**src/shared/dsw_pkg.sv**
```systemverilog
/*
  Constants shared by the deep-sleep wake controller: register offsets,
  field positions, reset values, wake-source codes and timing counts.
  Assumes a 200 MHz system clock and an AHB-Lite register bus.
*/
package dsw_pkg;
  // ===========================================================
  // Register byte offsets
  localparam logic [7:0] OFF_CONFIG = 8'h00;
  localparam logic [7:0] OFF_WDT_CONTROL = 8'h04;
  localparam logic [7:0] OFF_WAKE_LOW = 8'h08;
  localparam logic [7:0] OFF_WAKE_HIGH = 8'h0C;
  localparam logic [7:0] OFF_CONTROL = 8'h10;
  localparam logic [7:0] OFF_IRQ_STATUS = 8'h14;
  localparam logic [7:0] OFF_IRQ_MASK = 8'h18;
  // ===========================================================
  // Configuration field positions
  localparam int CFG_WDT_CLK_BIT = 0;
  localparam int CFG_CAL_CLK_BIT = 1;
  localparam int CFG_BOR_EN_BIT = 2;
  localparam int CFG_WDT_EN_BIT = 3;
  localparam int CFG_PS_LSB = 4;
  localparam int CFG_PS_MSB = 7;
  localparam logic [7:0] CFG_RESET = 8'hFF;
  // Watchdog control register: exit flag position.
  localparam int EXIT_FLAG_BIT = 3;
  // Control register: bit 0 requests deep-sleep entry.
  localparam int CTL_SLEEP_BIT = 0;
  // ===========================================================
  // Wake sources, one bit each, in priority order (bit 0 highest)
  localparam int NUM_SRC = 6;
  localparam int SRC_EXT_RESET = 0;
  localparam int SRC_POWER_ON = 1;
  localparam int SRC_CALENDAR = 2;
  localparam int SRC_EXT_INT = 3;
  localparam int SRC_WATCHDOG = 4;
  localparam int SRC_ULP_WAKE = 5;
  // Low status holds sources 0..4, high status holds source 5 at bit 0.
  localparam int LOW_SRC_COUNT = 5;
  // Interrupt status bits.
  localparam int IRQ_WAKE_BIT = 0;
  localparam int IRQ_ABORT_BIT = 1;
  localparam int IRQ_WIDTH = 2;
  // ===========================================================
  // Timing
  localparam int CLK_MHZ = 200;
  localparam int POR_HOLD_NS = 100;
  localparam int POR_HOLD_CYC = (POR_HOLD_NS * CLK_MHZ + 999) / 1000;
  localparam int WDT_WIDTH = 32;
  localparam int PS_BASE_SHIFT = 5;
endpackage

```
**src/hw/wake_first_latch.sv**
```systemverilog
/*
  Priority latch for the first wake source to assert while armed.
  Assumes the inputs are synchronous to CLK and armed only once deep
  sleep is fully entered.
*/
`timescale 1ns/1ps
module wake_first_latch
  import dsw_pkg::*;
#(
  parameter int N = NUM_SRC
) (
  // Clock and reset
  input wire logic CLK,
  input wire logic RST,
  // Control
  input wire logic arm,
  input wire logic clear,
  input wire logic [N-1:0] events,
  // Result
  output logic [N-1:0] latched,
  output logic hit
);
  logic [N-1:0] latched_reg;
  logic [N-1:0] pick;

  // ===========================================================
  // Lowest index wins when several assert together.
  always_comb begin
    pick = '0;
    for (int i = N - 1; i >= 0; i--) begin
      if (events[i]) begin
        pick = '0;
        pick[i] = 1'b1;
      end
    end
  end

  always_ff @(posedge CLK) begin
    if (RST || clear) begin
      latched_reg <= '0; // RULE_06
    end else if (arm && latched_reg == '0) begin
      latched_reg <= pick; // RULE_10 RULE_19 RULE_07
    end
  end

  assign latched = latched_reg;
  assign hit = |latched_reg;

  a_one_hot_log: assert property (@(posedge CLK) disable iff (RST) $onehot0(latched_reg)) // RULE_19
    else $error("more than one wake source logged");
  a_first_holds: assert property (@(posedge CLK) disable iff (RST) // RULE_10
    (hit && !clear) |=> $stable(latched_reg))
    else $error("later wake source overwrote the first");
  a_no_log_unarmed: assert property (@(posedge CLK) disable iff (RST) // RULE_07
    (!arm && !hit) |=> !hit)
    else $error("wake source logged while not in deep sleep");
endmodule

```
**src/hw/deep_wdt.sv**
```systemverilog
/*
  Deep-sleep watchdog counter with a selectable postscaler.
  Assumes the tick input is a one-cycle pulse from the chosen slow clock.
*/
`timescale 1ns/1ps
module deep_wdt
  import dsw_pkg::*;
#(
  parameter int W = WDT_WIDTH,
  parameter int BASE = PS_BASE_SHIFT
) (
  // Clock and reset
  input wire logic CLK,
  input wire logic RST,
  // Control
  input wire logic enable,
  input wire logic restart,
  input wire logic tick,
  input wire logic [3:0] scale,
  // Result
  output logic timeout
);
  logic [W-1:0] count_reg;
  logic timeout_reg;
  logic [W-1:0] limit;

  // Each postscale step quadruples the period; settings above 13 need more than W bits and truncate to all ones.
  assign limit = W'((64'd1 << (BASE + 32'(scale) * 2)) - 64'd1);

  always_ff @(posedge CLK) begin
    if (RST || restart || !enable) begin
      count_reg <= '0; // RULE_15 RULE_14
    end else if (tick && count_reg != limit) begin
      count_reg <= count_reg + W'(1); // RULE_11
    end
  end

  always_ff @(posedge CLK) begin
    if (RST || restart || !enable) begin
      timeout_reg <= 1'b0;
    end else begin
      timeout_reg <= (count_reg == limit); // RULE_11
    end
  end

  assign timeout = timeout_reg;

  a_wdt_off_quiet: assert property (@(posedge CLK) disable iff (RST) // RULE_14
    !enable |=> (count_reg == '0 && !timeout))
    else $error("watchdog counted while disabled");
  a_wdt_restart: assert property (@(posedge CLK) disable iff (RST) // RULE_15
    restart |=> count_reg == '0)
    else $error("watchdog count not cleared on entry");
endmodule

```
**src/hw/deep_sleep_wake_control.sv**
```systemverilog
/*
  Deep-sleep wake controller: enters deep sleep on request, watches six
  wake sources once fully asleep, logs the first, forces a power-on reset
  on exit and holds the deep-sleep watchdog and brown-out enable.
  Assumes AHB-Lite single-word transfers and slow clock ticks from pins.
*/
// Local design decisions: the AHB-Lite slave port and the placing of the registers.
// What this block does
// [RULE_01] Six events end deep sleep.
// [RULE_02] Any wake forces power-on reset, then vector.
// [RULE_03] Exit flag at watchdog control bit 3.
// [RULE_04] Only software clears the exit flag.
// [RULE_05] Wake source readable in high/low registers.
// [RULE_06] Entry clears both wake-source registers.
// [RULE_07] Log wakes only when fully asleep.
// [RULE_08] Early wake interrupt may abort entry.
// [RULE_09] Software handler follows the sleep instruction.
// [RULE_10] Only the first wake source is logged.
// [RULE_11] Watchdog postscale from config bits 7:4.
// [RULE_12] Watchdog clock chosen by config bit 0.
// [RULE_13] Software enables secondary oscillator before sleep.
// [RULE_14] Watchdog runs only with config bit 3.
// [RULE_15] Entry restarts the watchdog count.
// [RULE_16] Brown-out detector active with config bit 2.
// [RULE_17] Calendar keeps running; alarm wakes device.
// [RULE_18] Calendar clock chosen by config bit 1.
// [RULE_19] Simultaneous wakes log one by priority.
`timescale 1ns/1ps
module deep_sleep_wake_control
  import dsw_pkg::*;
#(
  parameter int HOLD_CYC = POR_HOLD_CYC
) (
  // Clock and reset
  input wire logic CLK,
  input wire logic RST,
  // AHB-Lite slave
  input wire logic HSEL,
  input wire logic [31:0] HADDR,
  input wire logic [1:0] HTRANS,
  input wire logic HWRITE,
  input wire logic [2:0] HSIZE,
  input wire logic [31:0] HWDATA,
  input wire logic HREADY,
  output logic [31:0] HRDATA,
  output logic HREADYOUT,
  output logic HRESP,
  // Wake source pins, asynchronous
  input wire logic EXT_RESET_PIN_N,
  input wire logic POWER_ON_EVENT,
  input wire logic CALENDAR_ALARM,
  input wire logic EXT_INT_PIN,
  input wire logic ULTRA_LOW_POWER_WAKE,
  // Slow clock ticks, asynchronous
  input wire logic RC_OSC_TICK,
  input wire logic SECONDARY_OSC_TICK,
  // Power control
  output logic DEEP_SLEEP,
  output logic POR_REQUEST,
  output logic BROWNOUT_ENABLE,
  output logic CALENDAR_CLK_SEL,
  output logic CALENDAR_TICK,
  output logic IRQ
);
  typedef enum logic [1:0] {S_RUN, S_SLEEP, S_RESET} state_e;
  state_e state_reg, state_next;

  logic [6:0] sync1_reg, sync2_reg;
  logic rc_last_reg, sec_last_reg;
  logic [7:0] config_reg;
  logic exit_flag_reg;
  logic sleep_req_reg;
  logic [IRQ_WIDTH-1:0] irq_status_reg, irq_mask_reg;
  logic [IRQ_WIDTH-1:0] irq_set;
  logic [$clog2(HOLD_CYC+1)-1:0] hold_reg;
  logic [NUM_SRC-1:0] wake_events, wake_log;
  logic wake_hit, wdt_timeout, wdt_tick, entering;
  logic ph_valid_reg, ph_write_reg;
  logic [7:0] ph_addr_reg;
  logic [31:0] rdata_reg;
  logic [31:0] rd_value;
  logic early_wake;
  logic rc_edge, sec_edge;

  // ===========================================================
  // Pin synchronisers
  // The reset pin's stage resets to its idle high level, so no false wake follows reset.
  always_ff @(posedge CLK) begin
    if (RST) begin
      sync1_reg <= 7'h01;
      sync2_reg <= 7'h01;
    end else begin
      sync1_reg <= {SECONDARY_OSC_TICK, RC_OSC_TICK, ULTRA_LOW_POWER_WAKE, EXT_INT_PIN,
                    CALENDAR_ALARM, POWER_ON_EVENT, EXT_RESET_PIN_N};
      sync2_reg <= sync1_reg;
    end
  end

  always_ff @(posedge CLK) begin
    if (RST) begin
      rc_last_reg <= 1'b0;
      sec_last_reg <= 1'b0;
    end else begin
      rc_last_reg <= sync2_reg[5];
      sec_last_reg <= sync2_reg[6];
    end
  end

  // One edge selector serves both consumers, so the watchdog and the calendar
  // see exactly the same tick for the same clock choice.
  function automatic logic pick_tick(input logic use_sec, input logic sec_rise,
                                     input logic rc_rise);
    return use_sec ? sec_rise : rc_rise;
  endfunction

  assign sec_edge = sync2_reg[6] && !sec_last_reg;
  assign rc_edge = sync2_reg[5] && !rc_last_reg;

  // The calendar keeps its tick in every state.
  assign wdt_tick = pick_tick(config_reg[CFG_WDT_CLK_BIT], sec_edge, rc_edge); // RULE_12
  assign CALENDAR_TICK = pick_tick(config_reg[CFG_CAL_CLK_BIT],
                                   sec_edge, rc_edge); // RULE_17 RULE_18
  assign CALENDAR_CLK_SEL = config_reg[CFG_CAL_CLK_BIT]; // RULE_18

  always_comb begin
    wake_events = '0;
    wake_events[SRC_EXT_RESET] = !sync2_reg[0]; // RULE_01
    wake_events[SRC_POWER_ON] = sync2_reg[1];
    wake_events[SRC_CALENDAR] = sync2_reg[2]; // RULE_17
    wake_events[SRC_EXT_INT] = sync2_reg[3];
    wake_events[SRC_WATCHDOG] = wdt_timeout;
    wake_events[SRC_ULP_WAKE] = sync2_reg[4];
  end

  // ===========================================================
  // Sleep state machine
  assign early_wake = |wake_events;
  assign entering = (state_reg == S_RUN) && sleep_req_reg && !early_wake;

  always_comb begin
    state_next = state_reg;
    unique case (state_reg)
      S_RUN: begin
        if (entering) begin
          state_next = S_SLEEP;
        end
      end
      S_SLEEP: begin
        if (wake_hit) begin
          state_next = S_RESET; // RULE_01 RULE_02
        end
      end
      S_RESET: begin
        if (hold_reg == '0) begin
          state_next = S_RUN;
        end
      end
    endcase
  end

  always_ff @(posedge CLK) begin
    if (RST) begin
      state_reg <= S_RUN;
    end else begin
      state_reg <= state_next;
    end
  end

  // Reloaded outside S_RESET, so every forced reset lasts exactly HOLD_CYC cycles.
  always_ff @(posedge CLK) begin
    if (RST || state_reg != S_RESET) begin
      hold_reg <= ($clog2(HOLD_CYC+1))'(HOLD_CYC - 1);
    end else if (hold_reg != '0) begin
      hold_reg <= hold_reg - 1'b1;
    end
  end

  assign DEEP_SLEEP = (state_reg == S_SLEEP);
  assign POR_REQUEST = (state_reg == S_RESET); // RULE_02
  assign BROWNOUT_ENABLE = config_reg[CFG_BOR_EN_BIT] && DEEP_SLEEP; // RULE_16

  wake_first_latch #(.N(NUM_SRC)) u_latch (
    .CLK(CLK),
    .RST(RST),
    .arm(DEEP_SLEEP),
    .clear(entering),
    .events(wake_events),
    .latched(wake_log),
    .hit(wake_hit)
  );

  deep_wdt u_wdt (
    .CLK(CLK),
    .RST(RST),
    .enable(config_reg[CFG_WDT_EN_BIT] && DEEP_SLEEP), // RULE_14
    .restart(entering), // RULE_15
    .tick(wdt_tick),
    .scale(config_reg[CFG_PS_MSB:CFG_PS_LSB]), // RULE_11
    .timeout(wdt_timeout)
  );

  // ===========================================================
  // AHB-Lite slave, zero wait states
  // Read data is registered at the address phase, which keeps the output path short.
  always_ff @(posedge CLK) begin
    if (RST) begin
      ph_valid_reg <= 1'b0;
      ph_write_reg <= 1'b0;
      ph_addr_reg <= 8'h00;
    end else if (HREADY) begin
      ph_valid_reg <= HSEL && HTRANS[1];
      ph_write_reg <= HWRITE;
      ph_addr_reg <= HADDR[7:0];
    end
  end

  wire wr_en = ph_valid_reg && ph_write_reg;
  wire rd_take = HSEL && HTRANS[1] && !HWRITE && HREADY;

  always_comb begin
    rd_value = 32'h0000_0000;
    unique case (HADDR[7:0])
      OFF_CONFIG: rd_value[7:0] = config_reg;
      OFF_WDT_CONTROL: rd_value[EXIT_FLAG_BIT] = exit_flag_reg; // RULE_03
      OFF_WAKE_LOW: rd_value[LOW_SRC_COUNT-1:0] = wake_log[LOW_SRC_COUNT-1:0]; // RULE_05
      OFF_WAKE_HIGH: rd_value[0] = wake_log[SRC_ULP_WAKE]; // RULE_05
      OFF_CONTROL: rd_value[CTL_SLEEP_BIT] = sleep_req_reg;
      OFF_IRQ_STATUS: rd_value[IRQ_WIDTH-1:0] = irq_status_reg;
      OFF_IRQ_MASK: rd_value[IRQ_WIDTH-1:0] = irq_mask_reg;
      default: rd_value = 32'h0000_0000;
    endcase
  end

  always_ff @(posedge CLK) begin
    if (RST) begin
      rdata_reg <= 32'h0000_0000;
    end else if (rd_take) begin
      rdata_reg <= rd_value;
    end
  end

  assign HRDATA = rdata_reg;
  assign HREADYOUT = 1'b1;
  assign HRESP = 1'b0;

  // Configuration is writable here; a fuse loader would drive it in silicon.
  always_ff @(posedge CLK) begin
    if (RST) begin
      config_reg <= CFG_RESET;
    end else if (wr_en && ph_addr_reg == OFF_CONFIG) begin
      config_reg <= HWDATA[7:0];
    end
  end

  // Software writes bit 0 to request entry; hardware drops it on entry or abort.
  always_ff @(posedge CLK) begin
    if (RST || state_reg != S_RUN) begin
      sleep_req_reg <= 1'b0;
    end else if (wr_en && ph_addr_reg == OFF_CONTROL) begin
      sleep_req_reg <= HWDATA[CTL_SLEEP_BIT];
    end else if (sleep_req_reg && early_wake) begin
      sleep_req_reg <= 1'b0; // RULE_08
    end
  end

  // The exit flag survives the forced reset; only RST (a true cold start) and
  // software clear it, and the set wins over a simultaneous clear.
  always_ff @(posedge CLK) begin
    if (RST) begin
      exit_flag_reg <= 1'b0;
    end else if (state_reg == S_SLEEP && wake_hit) begin
      exit_flag_reg <= 1'b1; // RULE_03
    end else if (wr_en && ph_addr_reg == OFF_WDT_CONTROL && !HWDATA[EXIT_FLAG_BIT]) begin
      exit_flag_reg <= 1'b0; // RULE_04
    end
  end

  // ===========================================================
  // Interrupts: sticky status, cleared by a read, set wins.
  always_comb begin
    irq_set = '0;
    irq_set[IRQ_WAKE_BIT] = (state_reg == S_SLEEP) && wake_hit;
    irq_set[IRQ_ABORT_BIT] = sleep_req_reg && early_wake && state_reg == S_RUN; // RULE_08
  end

  always_ff @(posedge CLK) begin
    if (RST) begin
      irq_status_reg <= '0;
    end else if (rd_take && HADDR[7:0] == OFF_IRQ_STATUS) begin
      irq_status_reg <= irq_set;
    end else begin
      irq_status_reg <= irq_status_reg | irq_set;
    end
  end

  always_ff @(posedge CLK) begin
    if (RST) begin
      irq_mask_reg <= '0;
    end else if (wr_en && ph_addr_reg == OFF_IRQ_MASK) begin
      irq_mask_reg <= HWDATA[IRQ_WIDTH-1:0];
    end
  end

  assign IRQ = |(irq_status_reg & irq_mask_reg);

  // ===========================================================
  // Checks
  a_wake_to_reset: assert property (@(posedge CLK) disable iff (RST) // RULE_02
    (DEEP_SLEEP && wake_hit) |=> POR_REQUEST)
    else $error("wake did not force a reset");
  a_reset_length: assert property (@(posedge CLK) disable iff (RST) // RULE_02
    $rose(POR_REQUEST) |-> POR_REQUEST [*1] ##[0:300] !POR_REQUEST)
    else $error("reset request too long");
  a_exit_flag_set: assert property (@(posedge CLK) disable iff (RST) // RULE_03
    $rose(POR_REQUEST) |-> exit_flag_reg)
    else $error("exit flag not set on wake");
  a_exit_flag_cause: assert property (@(posedge CLK) disable iff (RST) // RULE_03
    $rose(exit_flag_reg) |-> POR_REQUEST)
    else $error("exit flag set without a deep-sleep wake");
  a_exit_flag_sticky: assert property (@(posedge CLK) disable iff (RST) // RULE_04
    (exit_flag_reg && !(wr_en && ph_addr_reg == OFF_WDT_CONTROL)) |=> exit_flag_reg)
    else $error("exit flag cleared without software");
  a_entry_clears_log: assert property (@(posedge CLK) disable iff (RST) // RULE_06
    entering |=> (wake_log == '0))
    else $error("wake log not cleared on entry");
  a_entry_sleeps: assert property (@(posedge CLK) disable iff (RST) // RULE_07
    entering |=> DEEP_SLEEP)
    else $error("entry did not reach deep sleep");
  a_wake_logged: assert property (@(posedge CLK) disable iff (RST) // RULE_01
    (DEEP_SLEEP && !wake_hit && early_wake) |=> wake_hit)
    else $error("wake event in deep sleep not logged");
  a_early_abort: assert property (@(posedge CLK) disable iff (RST) // RULE_08
    (state_reg == S_RUN && early_wake) |=> state_reg == S_RUN)
    else $error("entered deep sleep despite early wake");
  a_abort_status: assert property (@(posedge CLK) disable iff (RST) // RULE_08
    (state_reg == S_RUN && sleep_req_reg && early_wake) |=> irq_status_reg[IRQ_ABORT_BIT])
    else $error("aborted entry not flagged");
  a_bor_gate: assert property (@(posedge CLK) disable iff (RST) // RULE_16
    BROWNOUT_ENABLE |-> (config_reg[CFG_BOR_EN_BIT] && DEEP_SLEEP))
    else $error("brown-out active while disabled");
  a_irq_sticky: assert property (@(posedge CLK) disable iff (RST)
    (irq_status_reg[IRQ_WAKE_BIT] && !(rd_take && HADDR[7:0] == OFF_IRQ_STATUS))
      |=> irq_status_reg[IRQ_WAKE_BIT])
    else $error("wake interrupt status lost without a read");
endmodule

```
**config.mk**
```make
export PLATFORM = sky130hd
export DESIGN_NAME = deep_sleep_wake_control
export DESIGN_NICKNAME = d
export VERILOG_FILES = /design/src/shared/dsw_pkg.sv /design/src/hw/wake_first_latch.sv /design/src/hw/deep_wdt.sv /design/src/hw/deep_sleep_wake_control.sv
export SDC_FILE = /design/constraint.sdc
export NUM_CORES = 1
export LEC_CHECK = 0
export ABC_CLOCK_PERIOD_IN_PS = 3700
export BUFFER_PORTS_ARGS = -buffer_cell sky130_fd_sc_hd__buf_4
export CAP_MARGIN = 25
export CELL_PAD_IN_SITES_DETAIL_PLACEMENT = 0
export CELL_PAD_IN_SITES_GLOBAL_PLACEMENT = 1
export CORE_MARGIN = 2
export CORE_UTILIZATION = 40
export DETAILED_ROUTE_END_ITERATION = 8
export PLACE_DENSITY = 0.87
export SLEW_MARGIN = 10
export SYNTH_ARGS = -nofsm -noshare
export SYNTH_HDL_FRONTEND = slang
export SYNTH_SLANG_ARGS = --single-unit
export TNS_END_PERCENT = 20
```
**constraint.sdc**
```tcl
create_clock -name CLK -period 3.7 [get_ports CLK]
set_input_delay 0.74 -clock CLK [delete_from_list [all_inputs] [get_ports CLK]]
set_output_delay 0.74 -clock CLK [all_outputs]
set_load 0.05 [all_outputs]
```
==> results.md <==
* Status: completed
* Total power at 2230 uW
* Reg clk slew, reported paths at 0.07 ns
* Worst Setup End Kind: register
* Final nets at 789
* Core Box Area at 0.0133 mm2
* DR iter-0 viols at 456
* Top FF cell, synth: dfxtp_1
* Grt ovf at 0
* Die width at 121 um
* Avg Cell Area, Syn at 8.26 um2
* CTS tree: yes
* CTS Hold Bufs at 0
* Async SR Flop Fraction at 0%
* Io pins at 121
* Worst Path Max Fanout at 4
* Most common cell after layout, fill and taps aside: dfxtp_1
* RSZ-0062 raised after global routing: false
* Clk buf depth at 2
* CP startpoint kind: register
* First-pass GRT wire length at 22600 um
* Post-synth EDFFs at 0
* DR vias at 5118
* Htree depth at 3
* Final wirelength at 14400 um
* Worst Hold Class: register to register
* Worst endpoint required time at 3.88 ns
* FF+latch count, synth at 94
* Cts bufs inserted at 9
* Proportion of layout cells with a drive suffix above 1 at 15.7%
* Pin count of the biggest net entering global routing at 53
* P&R area growth vs syn at 13.1%
* Die Footprint at 0.0148 mm2
* Worst Tran Pin Value at 0.743 ns
* Tcrit/Tclk final at 98.1%
* Uppermost layer routed: met4
* Max-Cap Viols at 0
* YS warnings at 0
* Clock Tree Root: clkbuf_16
* Wl on met1 at 6370 um
* CP Class: register to register
* Cell count after synthesis at 668
* Min cycle time layout at 3.63 ns
* Post-DRT Antenna Nets at 0
* Distinct cells, synth at 78
* Pwr/cell area at 358 mW/mm2
* Drt via density at 5.80
* Max Freq at 0.276 GHz
* Input/output buffers at 42
* Residual DRC at 0
* Relative slew slack at 50.0%
* Number of flip-flops in the largest register at 32
* CP Data Arrival Time at 3.81 ns
* Clk_skew at 0.00720 ns
* Wire length per cell at 16.3 um
* Dpl hpwl at 10600 um
* WL met3 at 919 um
* All-Layer GR Usage at 19.2%
* Post-Synthesis Cell Area at 0.00552 mm2
* Clk_lat worst skew at 0.35 ns
* Initial core utilization at 41.4%
* Max-slew violation count at 0
* Initial antenna violation count at 0
* Setup TNS at 0 ns
* DR WL met2 at 6810 um
* Most frequent cells in the layout: 94 x dfxtp_1, 60 x nor2_1, 56 x buf_4
* Static leakage at 0.00219 uW
* Placer congestion estimate at 0.928
* Sequential-to-total area share from yosys stat at 34.1%
* Final hold violations at 0
* CTS sink cnt at 94
* Die Span Y at 121 um
* Final setup fails at 0
* Row count at 42
* Vias in the first global route at 4549
* VDD IR-drop max at 281 uV
* Drt pass-1 iters at 5
## metal layers
layer	vias up	track usage (%)
met5	-	0
met4	0	6.90
met3	29	3.20
met2	175	31.4
met1	2457	25.5
li1	2457	-
## worst max-delay path, stage by stage (launching register included)
cell	delay [ns]
dfxtp_1	0.40
ha_4	0.25
nor3b_4	0.25
o21ai_2	0.12
ha_1	0.31
xor2_1	0.14
o311a_1	0.27
buf_4	0.14
nand3b_1	0.06
or4_1	0.50
or4_1	0.42
nor4_1	0.58
## repair_timing
| action | in CTS | in global routing |
|---|---|---|
| gates resized for setup | 0 | 6 |
| endpoints found under the setup margin | 0 | 17 |
| buffers inserted | 0 | 5 |
## report_power, final
group          internal, uW  switching [uW]  total (uW)
clock                   472             443         915
sequential             1030            12.3        1040
combinational          82.4             192         275
total                  1590             648        2230
## logic make-up (layout without fill, tap and decap cells)
family | count (synthesis) | in the layout | share of synthesized area [%]
other | 2 | 27 | 0.136
AND/OR/NAND/NOR | 271 | 271 | 27.3
adder cells (fa/ha/maj) | 7 | 7 | 1.59
flip-flops | 94 | 94 | 34.1
buffers and inverters | 94 | 108 | 9.16
XOR/XNOR | 17 | 17 | 2.83
AO/OA/AOI/OAI | 161 | 161 | 20.7
multiplexers | 22 | 22 | 4.17
## worst paths after layout
check	from	to	slack, ns	cells past startpoint
hold reg to reg	sync1_reg[0]$_SDFF_PP1_	sync2_reg[0]$_SDFF_PP1_	0.41	1
setup / recovery	config_reg[5]$_SDFFE_PP1P_	u_wdt.timeout$_SDFF_PP0_	0.07	11
setup reg to reg	config_reg[5]$_SDFFE_PP1P_	u_wdt.timeout$_SDFF_PP0_	0.07	11
hold / removal	sync1_reg[0]$_SDFF_PP1_	sync2_reg[0]$_SDFF_PP1_	0.41	1
## synth_stat cells, drive strengths merged, types with 7 or more instances
| master | number | area share [%] |
|---|---|---|
| inv | 32 | 2.2 |
| nor2 | 61 | 4.2 |
| nand3 | 13 | 1.2 |
| dfxtp | 94 | 34 |
| a21oi | 46 | 4.2 |
| nor4 | 16 | 2.3 |
| o21ai | 18 | 1.6 |
| nor2b | 27 | 3.1 |
| nand4 | 23 | 2.6 |
| clkbuf | 20 | 1.4 |
| a22oi | 8 | 1.2 |
| and3 | 10 | 1.1 |
| nor3 | 18 | 1.6 |
| and2 | 7 | 0.79 |
| xnor2 | 14 | 2.2 |
| buf | 42 | 5.6 |
| nand2 | 40 | 2.7 |
| ha | 7 | 1.6 |
| o31ai | 8 | 1.2 |
| a31o | 18 | 2.9 |
| or3 | 12 | 1.5 |
| a211o | 8 | 1.3 |
| mux2i | 17 | 3.2 |
## per-stage QoR
stage / utilization [%] / hold slack, ns / instances / instance area, um2 / setup WS, ns
after floorplan: - / 0.389 / 692 / 5610 / 0.486
after global placement: 43.9 / 0.394 / 861 / 5860 / 0.199
after detailed placement: 43.9 / 0.396 / 861 / 5860 / 0.111
after CTS: 46.1 / 0.413 / 877 / 6160 / 0.0784
after global routing: 46.8 / 0.438 / 882 / 6240 / 0.00872
final: 46.8 / 0.412 / 883 / 6250 / 0.0714
## layout make-up
| class | instances | area (um2) |
|---|---|---|
| well taps | 176 | 220 |
| diodes | 1 | 2.50 |
| clock buffers | 9 | 225 |
| repair buffers | 60 | 474 |
| fillers | 1288 | 7100 |
| inverters | 32 | 120 |
| multi-input cells | 504 | 3250 |
| flip-flops and latches | 94 | 1880 |
| clock inverters | 7 | 70.1 |
Power figures use the tool's default switching activity.
